File: config.mk
export PLATFORM = sky130hd
export DESIGN_NAME = acsc_ctrl
export DESIGN_NICKNAME = d
export VERILOG_FILES = /design/src/logic/acsc_pkg.sv /design/src/logic/acsc_ctrl.sv
export SDC_FILE = /design/constraint.sdc
export NUM_CORES = 1
export LEC_CHECK = 0
export BUFFER_PORTS_ARGS = -buffer_cell sky130_fd_sc_hd__buf_4
export CAP_MARGIN = 20
export CORE_MARGIN = 2
export CORE_UTILIZATION = 35
export CTS_CLUSTER_DIAMETER = 200
export CTS_CLUSTER_SIZE = 28
export DETAILED_ROUTE_END_ITERATION = 7
export SLEW_MARGIN = 20
export SYNTH_ARGS = -nofsm -noshare
export SYNTH_HDL_FRONTEND = slang
export SYNTH_SLANG_ARGS = --single-unit
File: constraint.sdc
create_clock -name i_clk -period 1.96 [get_ports i_clk]
set_input_delay 0.49 -clock i_clk [delete_from_list [all_inputs] [get_ports i_clk]]
set_output_delay 0.49 -clock i_clk [all_outputs]
set_load 0.01 [all_outputs]
File: src/logic/acsc_pkg.sv
// Constants for the serial control-two and status-one block
// Operation
// - Transmit-empty enable requests interrupt while buffer empty
// - Receive-full enable requests interrupt while data waits
// - Quiet-line enable requests interrupt while idle flag
// - Transmitter on drives output pin, loop mode releases
// - Single-wire mode: direction bit steers output pin
// - Transmitter off-then-on mid-transfer queues one idle
// - Transmitter off keeps pin until queued work ends
// - Receiver off releases input pin to port
// - Standby waits for wake condition, hardware clears
// - Break bit pulse queues break, held keeps queueing
// - Control-two readable and writable at any time
// - Status-one read-only, flags cleared by sequences
// - Buffer-empty set at reset/load, read-then-write clears
// - Done flag set when idle, read-then-action clears
// - Receive-full set on transfer, read-then-read clears
// - Idle needs full high character, start configurable
// - Idle cleared by sequence, rearmed by next character
// - Overrun when unread, new character discarded
// - Noise flag set alongside receive-full
// - Stop bit low sets framing fault
// - Parity mismatch sets parity fault when enabled
package acsc_pkg;
  localparam int ADDR_W = 3;
  localparam int DATA_W = 8;
  localparam logic [2:0] OFS_CTRL_TWO = 3'h0;
  localparam logic [2:0] OFS_STATUS_ONE = 3'h1;
  localparam logic [2:0] OFS_DATA = 3'h2;
  localparam logic [2:0] OFS_CONFIG = 3'h3;
  // Control-two fields
  localparam int C2_TX_EMPTY_IRQ_EN = 7;
  localparam int C2_TX_DONE_IRQ_EN = 6;
  localparam int C2_RX_FULL_IRQ_EN = 5;
  localparam int C2_QUIET_LINE_IRQ_EN = 4;
  localparam int C2_TX_ON = 3;
  localparam int C2_RX_ON = 2;
  localparam int C2_RX_STANDBY = 1;
  localparam int C2_BREAK_QUEUE = 0;
  // Status-one fields
  localparam int S1_TX_EMPTY = 7;
  localparam int S1_TX_DONE = 6;
  localparam int S1_RX_FULL = 5;
  localparam int S1_IDLE = 4;
  localparam int S1_OVERRUN = 3;
  localparam int S1_NOISE = 2;
  localparam int S1_FRAME = 1;
  localparam int S1_PARITY = 0;
  localparam logic [7:0] S1_RX_MASK = 8'h3F;
  localparam logic [7:0] S1_TX_MASK = 8'hC0;
  // Configuration fields
  localparam int CF_LOOP_SELECT = 0;
  localparam int CF_RX_SOURCE_SELECT = 1;
  localparam int CF_SINGLE_WIRE_DIR = 2;
  localparam int CF_WAKE_METHOD = 3;
  localparam int CF_QUIET_COUNT_START = 4;
  localparam int CF_NINE_BIT = 5;
  localparam int CF_PARITY_ON = 6;
  localparam logic [7:0] CONFIG_MASK = 8'h7F;
  // Reset values
  localparam logic [7:0] CTRL_TWO_RST = 8'h00;
  localparam logic [7:0] CONFIG_RST = 8'h00;
  // Idle character lengths in bit times
  localparam logic [3:0] CHAR_BITS_8 = 4'hA;
  localparam logic [3:0] CHAR_BITS_9 = 4'hB;
endpackage : acsc_pkg

File: src/logic/acsc_ctrl.sv
// Control-two and status-one logic of the asynchronous serial block
`timescale 1ns/1ns
module acsc_ctrl
  import acsc_pkg::*;
(
  // Clock and reset
  input wire logic i_clk,
  input wire logic i_rst,
  // Register port
  input wire logic [acsc_pkg::ADDR_W-1:0] i_addr,
  input wire logic [acsc_pkg::DATA_W-1:0] i_wr_data,
  input wire logic i_wr,
  input wire logic i_rd,
  output logic [acsc_pkg::DATA_W-1:0] o_rd_data,
  // Transmit shifter side
  input wire logic i_tx_load,
  input wire logic i_tx_busy,
  input wire logic i_preamble_start,
  input wire logic i_break_start,
  input wire logic i_tx_serial,
  output logic [acsc_pkg::DATA_W-1:0] o_tx_data,
  output logic o_tx_data_valid,
  output logic o_tx_enable,
  output logic o_preamble_req,
  output logic o_break_req,
  // Receive shifter side
  input wire logic i_bit_tick,
  input wire logic i_rx_start,
  input wire logic i_rx_stop,
  input wire logic i_rx_char_ready,
  input wire logic [acsc_pkg::DATA_W-1:0] i_rx_data,
  input wire logic i_rx_noise,
  input wire logic i_rx_frame_err,
  input wire logic i_rx_parity_err,
  output logic o_rx_enable,
  output logic o_rx_standby,
  output logic o_rx_serial,
  output logic o_nine_bit,
  output logic o_parity_on,
  // Pins
  input wire logic i_rxd_pin,
  input wire logic i_txd_pin_in,
  output logic o_txd_pin_out,
  output logic o_txd_pin_oe,
  output logic o_txd_owned,
  output logic o_rxd_owned,
  // Interrupt request
  output logic o_irq
);
  import acsc_pkg::*;

  typedef struct packed {
    logic [7:0] ctrl;
    logic [7:0] cfg;
    logic [7:0] rx_buf;
    logic [7:0] tx_buf;
    logic [7:0] status;
    logic [7:0] seen;
    logic preamble_pend;
    logic break_pend;
    logic [3:0] idle_cnt;
    logic idle_arm;
    logic idle_allow;
    logic [7:0] rd_data;
    logic rxd_s1;
    logic rxd_s2;
    logic txi_s1;
    logic txi_s2;
  } acsc_state_t;

  acsc_state_t state_reg;
  acsc_state_t state_next;

  logic wr_ctrl;
  logic wr_cfg;
  logic wr_data;
  logic rd_stat;
  logic rd_data;
  logic te_rise;
  logic sbk_rise;
  logic sbk_wr1;
  logic loop_mode;
  logic single_wire;
  logic rx_line;
  logic idle_hit;
  logic wake_hit;
  logic accept;
  logic [3:0] char_bits;

  // Address match for one strobe
  function automatic logic hit(input logic strobe,
                               input logic [ADDR_W-1:0] addr,
                               input logic [ADDR_W-1:0] ofs);
  begin
    hit = strobe && (addr == ofs);
  end
  endfunction : hit

  always_comb
  begin
    state_next = state_reg;
    state_next.rd_data = 8'h00;
    state_next.rxd_s1 = i_rxd_pin;
    state_next.rxd_s2 = state_reg.rxd_s1;
    state_next.txi_s1 = i_txd_pin_in;
    state_next.txi_s2 = state_reg.txi_s1;

    wr_ctrl = hit(i_wr, i_addr, OFS_CTRL_TWO);
    wr_cfg = hit(i_wr, i_addr, OFS_CONFIG);
    wr_data = hit(i_wr, i_addr, OFS_DATA);
    rd_stat = hit(i_rd, i_addr, OFS_STATUS_ONE);
    rd_data = hit(i_rd, i_addr, OFS_DATA);

    loop_mode = state_reg.cfg[CF_LOOP_SELECT];
    single_wire = loop_mode && state_reg.cfg[CF_RX_SOURCE_SELECT];
    // Loopback feeds the receiver from the transmitter internally, single-wire from the TXD pin
    if (single_wire)
    begin
      rx_line = state_reg.txi_s2;
    end
    else if (loop_mode)
    begin
      rx_line = i_tx_serial;
    end
    else
    begin
      rx_line = state_reg.rxd_s2;
    end

    te_rise = wr_ctrl && !state_reg.ctrl[C2_TX_ON] &&
              i_wr_data[C2_TX_ON];
    sbk_rise = wr_ctrl && !state_reg.ctrl[C2_BREAK_QUEUE] &&
               i_wr_data[C2_BREAK_QUEUE];
    sbk_wr1 = wr_ctrl && i_wr_data[C2_BREAK_QUEUE];

    // Register reads, answered one cycle later
    if (rd_stat)
    begin
      state_next.rd_data = state_reg.status;
      state_next.seen = state_reg.seen | state_reg.status;
    end
    else if (hit(i_rd, i_addr, OFS_CTRL_TWO))
    begin
      state_next.rd_data = state_reg.ctrl;
    end
    else if (rd_data)
    begin
      state_next.rd_data = state_reg.rx_buf;
    end
    else if (hit(i_rd, i_addr, OFS_CONFIG))
    begin
      state_next.rd_data = state_reg.cfg;
    end

    // Control writes accepted in any state
    if (wr_ctrl)
    begin
      state_next.ctrl = i_wr_data;
    end
    if (wr_cfg)
    begin
      state_next.cfg = i_wr_data & CONFIG_MASK;
    end

    // Queued preamble and break, set wins over the taking pulse
    if (i_preamble_start)
    begin
      state_next.preamble_pend = 1'b0;
    end
    if (te_rise)
    begin
      state_next.preamble_pend = 1'b1;
    end
    if (i_break_start)
    begin
      state_next.break_pend = 1'b0;
    end
    if (sbk_rise)
    begin
      state_next.break_pend = 1'b1;
    end

    // Idle line timing on bit ticks
    char_bits = state_reg.cfg[CF_NINE_BIT] ? CHAR_BITS_9 : CHAR_BITS_8;
    idle_hit = i_bit_tick && state_reg.idle_arm && rx_line &&
               (state_reg.idle_cnt + 4'h1 == char_bits);
    if (state_reg.cfg[CF_QUIET_COUNT_START] ? i_rx_stop : i_rx_start)
    begin
      state_next.idle_cnt = 4'h0;
      state_next.idle_arm = 1'b1;
    end
    else if (i_bit_tick && state_reg.idle_arm)
    begin
      if (!rx_line)
      begin
        state_next.idle_cnt = 4'h0;
      end
      else if (idle_hit)
      begin
        state_next.idle_cnt = 4'h0;
        state_next.idle_arm = 1'b0;
      end
      else
      begin
        state_next.idle_cnt = state_reg.idle_cnt + 4'h1;
      end
    end

    // Standby wakeup; a software write in the same cycle wins
    wake_hit = state_reg.cfg[CF_WAKE_METHOD] ?
               (i_rx_char_ready && i_rx_data[DATA_W-1]) : idle_hit;
    if (state_reg.ctrl[C2_RX_STANDBY] && wake_hit && !wr_ctrl)
    begin
      state_next.ctrl[C2_RX_STANDBY] = 1'b0;
    end

    // Transmit buffer
    if (wr_data)
    begin
      state_next.tx_buf = i_wr_data;
      state_next.seen[S1_TX_EMPTY] = 1'b0;
      if (state_reg.seen[S1_TX_EMPTY])
      begin
        state_next.status[S1_TX_EMPTY] = 1'b0;
      end
    end
    if (i_tx_load)
    begin
      state_next.status[S1_TX_EMPTY] = 1'b1;
    end

    // Transmission complete
    if (wr_data || te_rise || sbk_wr1)
    begin
      state_next.seen[S1_TX_DONE] = 1'b0;
      if (state_reg.seen[S1_TX_DONE])
      begin
        state_next.status[S1_TX_DONE] = 1'b0;
      end
    end
    if (state_next.status[S1_TX_EMPTY] && !i_tx_busy &&
        !state_next.preamble_pend && !state_next.break_pend &&
        !state_next.ctrl[C2_BREAK_QUEUE])
    begin
      state_next.status[S1_TX_DONE] = 1'b1;
    end

    // Receive flags cleared by status read then data read
    if (rd_data)
    begin
      state_next.status = state_next.status &
                          ~(state_reg.seen & S1_RX_MASK);
      state_next.seen = state_next.seen & ~S1_RX_MASK;
    end

    // New character; standby drops all but a waking address mark
    accept = i_rx_char_ready &&
             (!state_reg.ctrl[C2_RX_STANDBY] ||
              (state_reg.cfg[CF_WAKE_METHOD] && i_rx_data[DATA_W-1]));
    if (accept)
    begin
      if (state_reg.status[S1_RX_FULL])
      begin
        // Unread data kept, newcomer and its errors lost
        state_next.status[S1_OVERRUN] = 1'b1;
      end
      else
      begin
        state_next.rx_buf = i_rx_data;
        state_next.status[S1_RX_FULL] = 1'b1;
        state_next.status[S1_NOISE] = i_rx_noise;
        state_next.status[S1_FRAME] = i_rx_frame_err;
        state_next.status[S1_PARITY] = i_rx_parity_err &&
                                       state_reg.cfg[CF_PARITY_ON];
        state_next.idle_allow = 1'b1;
      end
    end

    // Idle reported once per burst of traffic
    if (idle_hit && state_reg.idle_allow)
    begin
      state_next.status[S1_IDLE] = 1'b1;
      state_next.idle_allow = 1'b0;
    end

    if (i_rst)
    begin
      state_next = '0;
      state_next.ctrl = CTRL_TWO_RST;
      state_next.cfg = CONFIG_RST;
      state_next.status = S1_TX_MASK;
      state_next.rxd_s1 = 1'b1;
      state_next.rxd_s2 = 1'b1;
      state_next.txi_s1 = 1'b1;
      state_next.txi_s2 = 1'b1;
    end
  end

  always_ff @(posedge i_clk)
  begin
    state_reg <= state_next;
  end

  // Register-facing outputs
  assign o_rd_data = state_reg.rd_data;
  assign o_tx_data = state_reg.tx_buf;
  assign o_tx_data_valid = !state_reg.status[S1_TX_EMPTY];
  assign o_tx_enable = state_reg.ctrl[C2_TX_ON];
  assign o_preamble_req = state_reg.preamble_pend;
  assign o_break_req = state_reg.break_pend ||
                       state_reg.ctrl[C2_BREAK_QUEUE];
  assign o_rx_enable = state_reg.ctrl[C2_RX_ON];
  assign o_rx_standby = state_reg.ctrl[C2_RX_STANDBY];
  assign o_rx_serial = rx_line;
  assign o_nine_bit = state_reg.cfg[CF_NINE_BIT];
  assign o_parity_on = state_reg.cfg[CF_PARITY_ON];

  // Pin ownership outlasts the enable until queued work drains
  assign o_txd_owned = (state_reg.ctrl[C2_TX_ON] || i_tx_busy ||
                        state_reg.preamble_pend || state_reg.break_pend ||
                        !state_reg.status[S1_TX_EMPTY]) &&
                       !(loop_mode && !state_reg.cfg[CF_RX_SOURCE_SELECT]);
  assign o_txd_pin_oe = o_txd_owned &&
                        (!single_wire ||
                         state_reg.cfg[CF_SINGLE_WIRE_DIR]);
  assign o_txd_pin_out = i_tx_serial;
  assign o_rxd_owned = state_reg.ctrl[C2_RX_ON];

  // Level request, held while any enabled flag stands
  assign o_irq =
    (state_reg.ctrl[C2_TX_EMPTY_IRQ_EN] &&
     state_reg.status[S1_TX_EMPTY]) ||
    (state_reg.ctrl[C2_TX_DONE_IRQ_EN] &&
     state_reg.status[S1_TX_DONE]) ||
    (state_reg.ctrl[C2_RX_FULL_IRQ_EN] &&
     state_reg.status[S1_RX_FULL]) ||
    (state_reg.ctrl[C2_QUIET_LINE_IRQ_EN] &&
     state_reg.status[S1_IDLE]);
endmodule : acsc_ctrl

==> flow_metrics.tcl, run 1 <==
set metrics [dict create \
    outcome "complete, no violations" \
    slowest_stage "dfxtp_1" \
    wl_per_cell_um 14.9 \
    min_from "i_txd_pin_in" \
    layout-drive-gt1-share_pct 29.4 \
    grt_start_max_net_pins 24 \
    tightest_slew_ns 0.435 \
    tns_ns 0 \
    startpoint_type "register" \
    synthArstFlopShare_pct 0 \
    critical_path_buf_inv_count 2 \
    clk_latency_ns 0.35 \
    hold_viol_final 0 \
    holdPathEnd "state_reg[1]$_SDFF_PP1_" \
    worstPathCellList "nor4b_4 -> buf_4 -> a21oi_1 -> buf_4" \
    dp.cells 471 \
    cts-root-buf "clkbuf_8" \
    critPathCaptureType "output pin" \
    postRouteAntennaNets 0 \
    setup_slack_ns 0.0737 \
    leakage_nw 1.56 \
    htreeDepth 3 \
    synth_cells 323 \
    vias 2429 \
    synth_edf_count 0 \
    syn_nets 361 \
    reg2reg_depth 5 \
    setup_viol 0 \
    rows 33 \
    die_y_um 95.9 \
    rrSetupSlack_ns 0.41 \
    core_area_um2 8220 \
    cts_tree "built" \
    worstPathMaxFanout 5 \
    arrival_ns 1.40 \
    grt_pass1_wl_mm 11.6 \
    first_pass_iters 4 \
    required_ns 1.47 \
    whs_path_depth 2 \
    power_density_nw_per_um2 781 \
    hold_buffers 0 \
    max_freq_mhz 530 \
    io_pins 67 \
    regToRegStartpoint "state_reg[14]$_SDFFE_PP0P_" \
    path_common_cell "buf_4" \
    viasPerCell 4.97 \
    synth_cell_type_count 50 \
    largest_reg_flops 44 \
    min_period_over_period_pct 96.2 \
    diodes 0 \
    drc 0 \
    drtIter0Drc 78 \
    cts.sinks 67 \
    nNetsFinal 417 \
    slowest_delay_ns 0.39 \
    grt_pass1_vias 2315 \
    skew_ns 0.00801 \
    criticalPathCategory "register to output pin" \
    finalNonFillerCells 489 \
    maxCapViolCount 0 \
    dp_slack_ns 0.188 \
    finish.utilization_pct 44.9 \
    port_buffers 66 \
    crit_family "flip-flops" \
    finalWirelength_mm 7.29 \
    antenna_found_initial 0 \
    die_w_um 95.9 \
    place.gp.congestion 0.787 \
    clk_pin_slew_ns 0.08 \
    timing.rr.end "state_reg[12]$_SDFFE_PP0P_" \
    grt_usage_pct 16.8 \
    hpwl_mm 5.33 \
    clockBufferDepth 2 \
    period_needed_ns 1.89 \
    synthFlopType "dfxtp_1" \
    area_growth_pct 24.7 \
    vdd_drop_max_uv 403 \
    yosysSeqAreaShare_pct 45.3 \
    synth_area_per_cell_um2 9.16 \
    hold_path.class "input pin to register" \
    syn_area_um2 2960 \
    ys_ff_latch 67 \
    num-fill-cells 810 \
    die_area_um2 9200 \
    slew_violations 0 \
    slew_headroom_pct 71.0 \
    grt_remaining_overflow 0 \
    cts_buffers 9 \
    start_util_pct 36.0 \
    ys_warn_count 0 \
]
-- synthesized netlist by cell type, types with 3 or more instances --
cell / n / area [µm²]
nand3_1: 6 / 30.0
or2_2: 5 / 31.3
nand2_1: 30 / 113
nor2_1: 44 / 165
mux2i_1: 33 / 330
nor2b_1: 6 / 37.5
o21ai_1: 3 / 15.0
a21oi_1: 27 / 135
o2bb2ai_1: 7 / 61.3
nand3b_1: 5 / 37.5
buf_4: 21 / 158
clkbuf_1: 7 / 26.3
dfxtp_1: 67 / 1340
and2_1: 4 / 25.0
a22oi_1: 10 / 75.1
buf_2: 6 / 30.0
inv_1: 3 / 11.3
-- layer usage --
metal	global-route usage, %	part of all wire (%)	vias to the layer above
li1	-	-	1217
met4	7.74	2.0	0
met5	0	0	-
met2	25.3	47	57
met1	22.6	46	1145
met3	4.15	5.1	10
-- cells by family after synthesis --
logic type / count (synthesis) / share of synthesized area [%]
AND/OR/NAND/NOR: 119 / 20.6
flip-flops: 67 / 45.3
AO/OA/AOI/OAI: 59 / 13.2
buffers and inverters: 41 / 8.38
multiplexers: 33 / 11.2
XOR/XNOR: 3 / 0.888
adder cells (fa/ha/maj): 1 / 0.423
-- report_power, final --
part / total (mW) / leakage (nW) / switching (mW) / internal [mW]
sequential: 1.43 / 0.545 / 0.0308 / 1.40
combinational: 0.296 / 0.914 / 0.146 / 0.150
clock: 1.16 / 0.0962 / 0.561 / 0.595
total: 2.88 / 1.56 / 0.738 / 2.14
-- final cells by class --
| cell class | count | area [µm²] | area share [%] |
|---|---|---|---|
| Sequential cell | 67 | 1350 | 36.5 |
| Inverter | 5 | 18.8 | 0.509 |
| Clock buffer | 9 | 124 | 3.36 |
| Timing Repair Buffer | 81 | 608 | 16.5 |
| Clock inverter | 7 | 76.3 | 2.07 |
| Multi-Input combinational cell | 215 | 1380 | 37.5 |
| Tap cell | 105 | 131 | 3.56 |
-- worst max path at each step --
stage / from / end / slack [ns] / cells after the start
detailed placement: i_addr[1] / state_reg[34]$_SDFF_PP1_ / 0.19 / 5
CTS: state_reg[35]$_SDFF_PP1_ / o_txd_pin_oe / 0.02 / 5
finish: o_tx_enable$_SDFFE_PP0N_ / o_txd_pin_oe / 0.07 / 4
global placement: i_tx_busy / o_txd_owned / 0.16 / 5
global route: o_tx_enable$_SDFFE_PP0N_ / o_txd_pin_oe / -0.01 / 4
floorplan: i_addr[0] / state_reg[34]$_SDFF_PP1_ / 0.37 / 5
-- per-stage QoR --
step           total power, mW  hold slack [ns]  area, µm²
3_3_place_gp              1.75            0.392       3450
6_report                  2.88            0.316       3690
5_1_grt                   3.01            0.302       3690
2_1_floorplan             1.62            0.389       2960
3_5_place_dp              1.76            0.401       3450
4_1_cts                   2.92            0.297       3660
-- cells in the final DEF, fill, tap and decap left out, drive strengths merged, types with 3 or more instances in the layout --
cell type   n
o2bb2ai     7
nor2b       6
clkinv      3
buf        81
nand2      31
mux2i      33
o21ai       3
dfxtp      67
and2        4
nor4b       3
a22oi      10
a21oi      28
clkbuf      9
inv         6
nor2       44
nand3b      5
nand3       6
or2         7
-- worst register-to-register path, cell delays in order, from the launching register on --
cell and delay, ns:
dfxtp_1 0.41, ha_1 0.24, xnor2_1 0.13, nand3_1 0.11
nor2b_1 0.38, a311oi_1 0.16
-- repair_timing --
item                                   in CTS  in global routing
endpoints found under the hold margin       0                  0
pin swaps                                   1                  2
gates cloned                                0                  0
setup endpoints to repair                   2                  3
setup buffers                               0                  2
resized for setup                           2                  4
Note: power is estimated with default switching activity, not from simulation.
==> run 2: changes to the inputs <==
--- a/config.mk
+++ b/config.mk
@@ -12,6 +12,8 @@
 export CTS_CLUSTER_DIAMETER = 200
 export CTS_CLUSTER_SIZE = 28
 export DETAILED_ROUTE_END_ITERATION = 7
+export PLACE_DENSITY = 0.68
+export REMOVE_ABC_BUFFERS = 1
 export SLEW_MARGIN = 20
 export SYNTH_ARGS = -nofsm -noshare
 export SYNTH_HDL_FRONTEND = slang
==> run 2 against run 1 <==
Power decreased by 3.6%. Non-clock buffer count increased by 1. Sequential share of layout area increased by 0.18 points. Fmax increased by 3.5%. Clock skew decreased by 0.0012 ns. Wire length decreased by 1.6%. Setup slack improved by 0.063 ns. Sequential power about the same. Register-to-register slack about the same. Final cell count unchanged. Largest power group unchanged.
==> flow_metrics.tcl, run 2 (synthesized netlist as in run 1, its figures left out) <==
set metrics [dict create \
    outcome "complete, no violations" \
    path_common_cell "buf_4" \
    hold_path.class "input pin to register" \
    die_w_um 95.9 \
    largest_reg_flops 44 \
    clk_latency_ns 0.35 \
    min_from "i_rxd_pin" \
    port_buffers 66 \
    rrSetupSlack_ns 0.41 \
    die_y_um 95.9 \
    hold_viol_final 0 \
    grt_pass1_wl_mm 11.5 \
    cts_buffers 9 \
    slew_violations 0 \
    postRouteAntennaNets 0 \
    crit_family "flip-flops" \
    diodes 0 \
    slew_headroom_pct 70.6 \
    reg2reg_depth 5 \
    io_pins 67 \
    criticalPathCategory "register to output pin" \
    final_common_cell "buf_4" \
    place.gp.congestion 0.837 \
    wl_per_cell_um 14.7 \
    dp.cells 472 \
    clockBufferDepth 2 \
    grt_remaining_overflow 0 \
    start_util_pct 36.0 \
    startpoint_type "register" \
    grt_usage_pct 16.5 \
    drc 0 \
    worstPathMaxFanout 5 \
    vias 2418 \
    arrival_ns 1.33 \
    tightest_slew_ns 0.441 \
    finalNonFillerCells 489 \
    critPathCaptureType "output pin" \
    tns_ns 0 \
    clk_pin_slew_ns 0.07 \
    hpwl_mm 5.36 \
    power_density_nw_per_um2 758 \
    fin_area_um2 3660 \
    antenna_found_initial 0 \
    setup_slack_ns 0.137 \
    period_needed_ns 1.82 \
    layout-drive-gt1-share_pct 28.9 \
    maxCapViolCount 0 \
    drtIter0Drc 86 \
    area_growth_pct 23.9 \
    setup_viol 0 \
    regToRegStartpoint "state_reg[14]$_SDFFE_PP0P_" \
    first_pass_iters 4 \
    viasPerCell 4.94 \
    rsz0062_at_grt "false" \
    htreeDepth 3 \
    slowest_delay_ns 0.37 \
    core_area_um2 8220 \
    whs_path_depth 2 \
    rows 33 \
    cts_tree "built" \
    skew_ns 0.00680 \
    nNetsFinal 418 \
    die_area_um2 9200 \
    grt_start_max_net_pins 33 \
    holdPathEnd "state_reg[3]$_SDFF_PP1_" \
    min_period_over_period_pct 93.0 \
    crit_path_start "o_tx_enable$_SDFFE_PP0N_" \
    cts.sinks 67 \
    slowest_stage "dfxtp_2" \
    finalWirelength_mm 7.18 \
    hold_buffers 0 \
    grt_pass1_vias 2280 \
    cts-root-buf "clkbuf_8" \
    dp_slack_ns 0.150 \
    place_area_um2 3460 \
    worstPathCellList "nor4b_2 -> buf_4 -> a21oi_1 -> buf_4" \
    total_power_mw 2.78 \
    timing.rr.end "o_rx_standby$_SDFFE_PP0N_" \
    vdd_drop_max_uv 379 \
    max_freq_mhz 549 \
    leakage_nw 1.55 \
    layout_common_cells "buf_4, dfxtp_1, nor2_1" \
    required_ns 1.47 \
    critical_path_buf_inv_count 2 \
]
==> run 2: cell types whose count changed in the layout (fill, tap and decap cells not counted), sizes merged <==
cell	before	now
clkbuf	9	13
clkinvlp	2	0
inv	6	4
buf	81	82
bufinv	1	0
==> run 2: through the flow <==
step | hold slack [ns] | utilization, %
after floorplan | 0.389 | -
after detailed placement | 0.398 | 42.1
after global placement | 0.390 | 42.1
after global routing | 0.314 | 44.6
final | 0.325 | 44.6
after CTS | 0.316 | 44.4
==> run 2: final cells by class <==
cell class                      instances  area (µm²)
Clock inverter                          2        10.0
Inverter                                5        18.8
Sequential cell                        67        1340
Multi-Input combinational cell        215        1380
Tap cell                              105         131
Fill cell                             831        4550
Timing Repair Buffer                   82         616
Clock buffer                           13         169
==> run 2: worst register-to-register path, delay by kind of cell, from the launching register on <==
family / cells / cell delay [ns]
AO/OA/AOI/OAI: 1 / 0.16
XOR/XNOR: 1 / 0.13
flip-flops: 1 / 0.41
AND/OR/NAND/NOR: 2 / 0.49
adder cells (fa/ha/maj): 1 / 0.23
==> run 2: how the worst max path moves through the flow <==
stage	end	cells after the start	slack [ns]
after floorplan	state_reg[34]$_SDFF_PP1_	4	-0.0003
after detailed placement	state_reg[34]$_SDFF_PP1_	5	0.15
after global routing	o_txd_pin_oe	5	0.004
after global placement	o_txd_owned	5	0.20
final	o_txd_pin_oe	4	0.14
after CTS	o_txd_owned	5	0.009
==> run 2: timing repair <==
item / CTS / global route
pin swaps: 0 / 2
resized for setup: 2 / 1
hold endpoints to repair: 0 / 0
setup endpoints to repair: 2 / 3
setup buffers: 0 / 2
==> run 2: power breakdown <==
part | internal [mW] | switching, mW | leakage [nW]
clock network | 0.552 | 0.496 | 0.0953
registers | 1.40 | 0.0320 | 0.545
logic | 0.150 | 0.146 | 0.911
total | 2.10 | 0.674 | 1.55
==> run 2: metal layers <==
layer  GRT usage, %  up-vias  part of all wire (%)
met5              0        -                     0
li1               -     1218                     -
met3           4.93        8                   5.1
met4           4.64        0                   1.1
met2           25.5       77                    47
met1           22.4     1115                    47
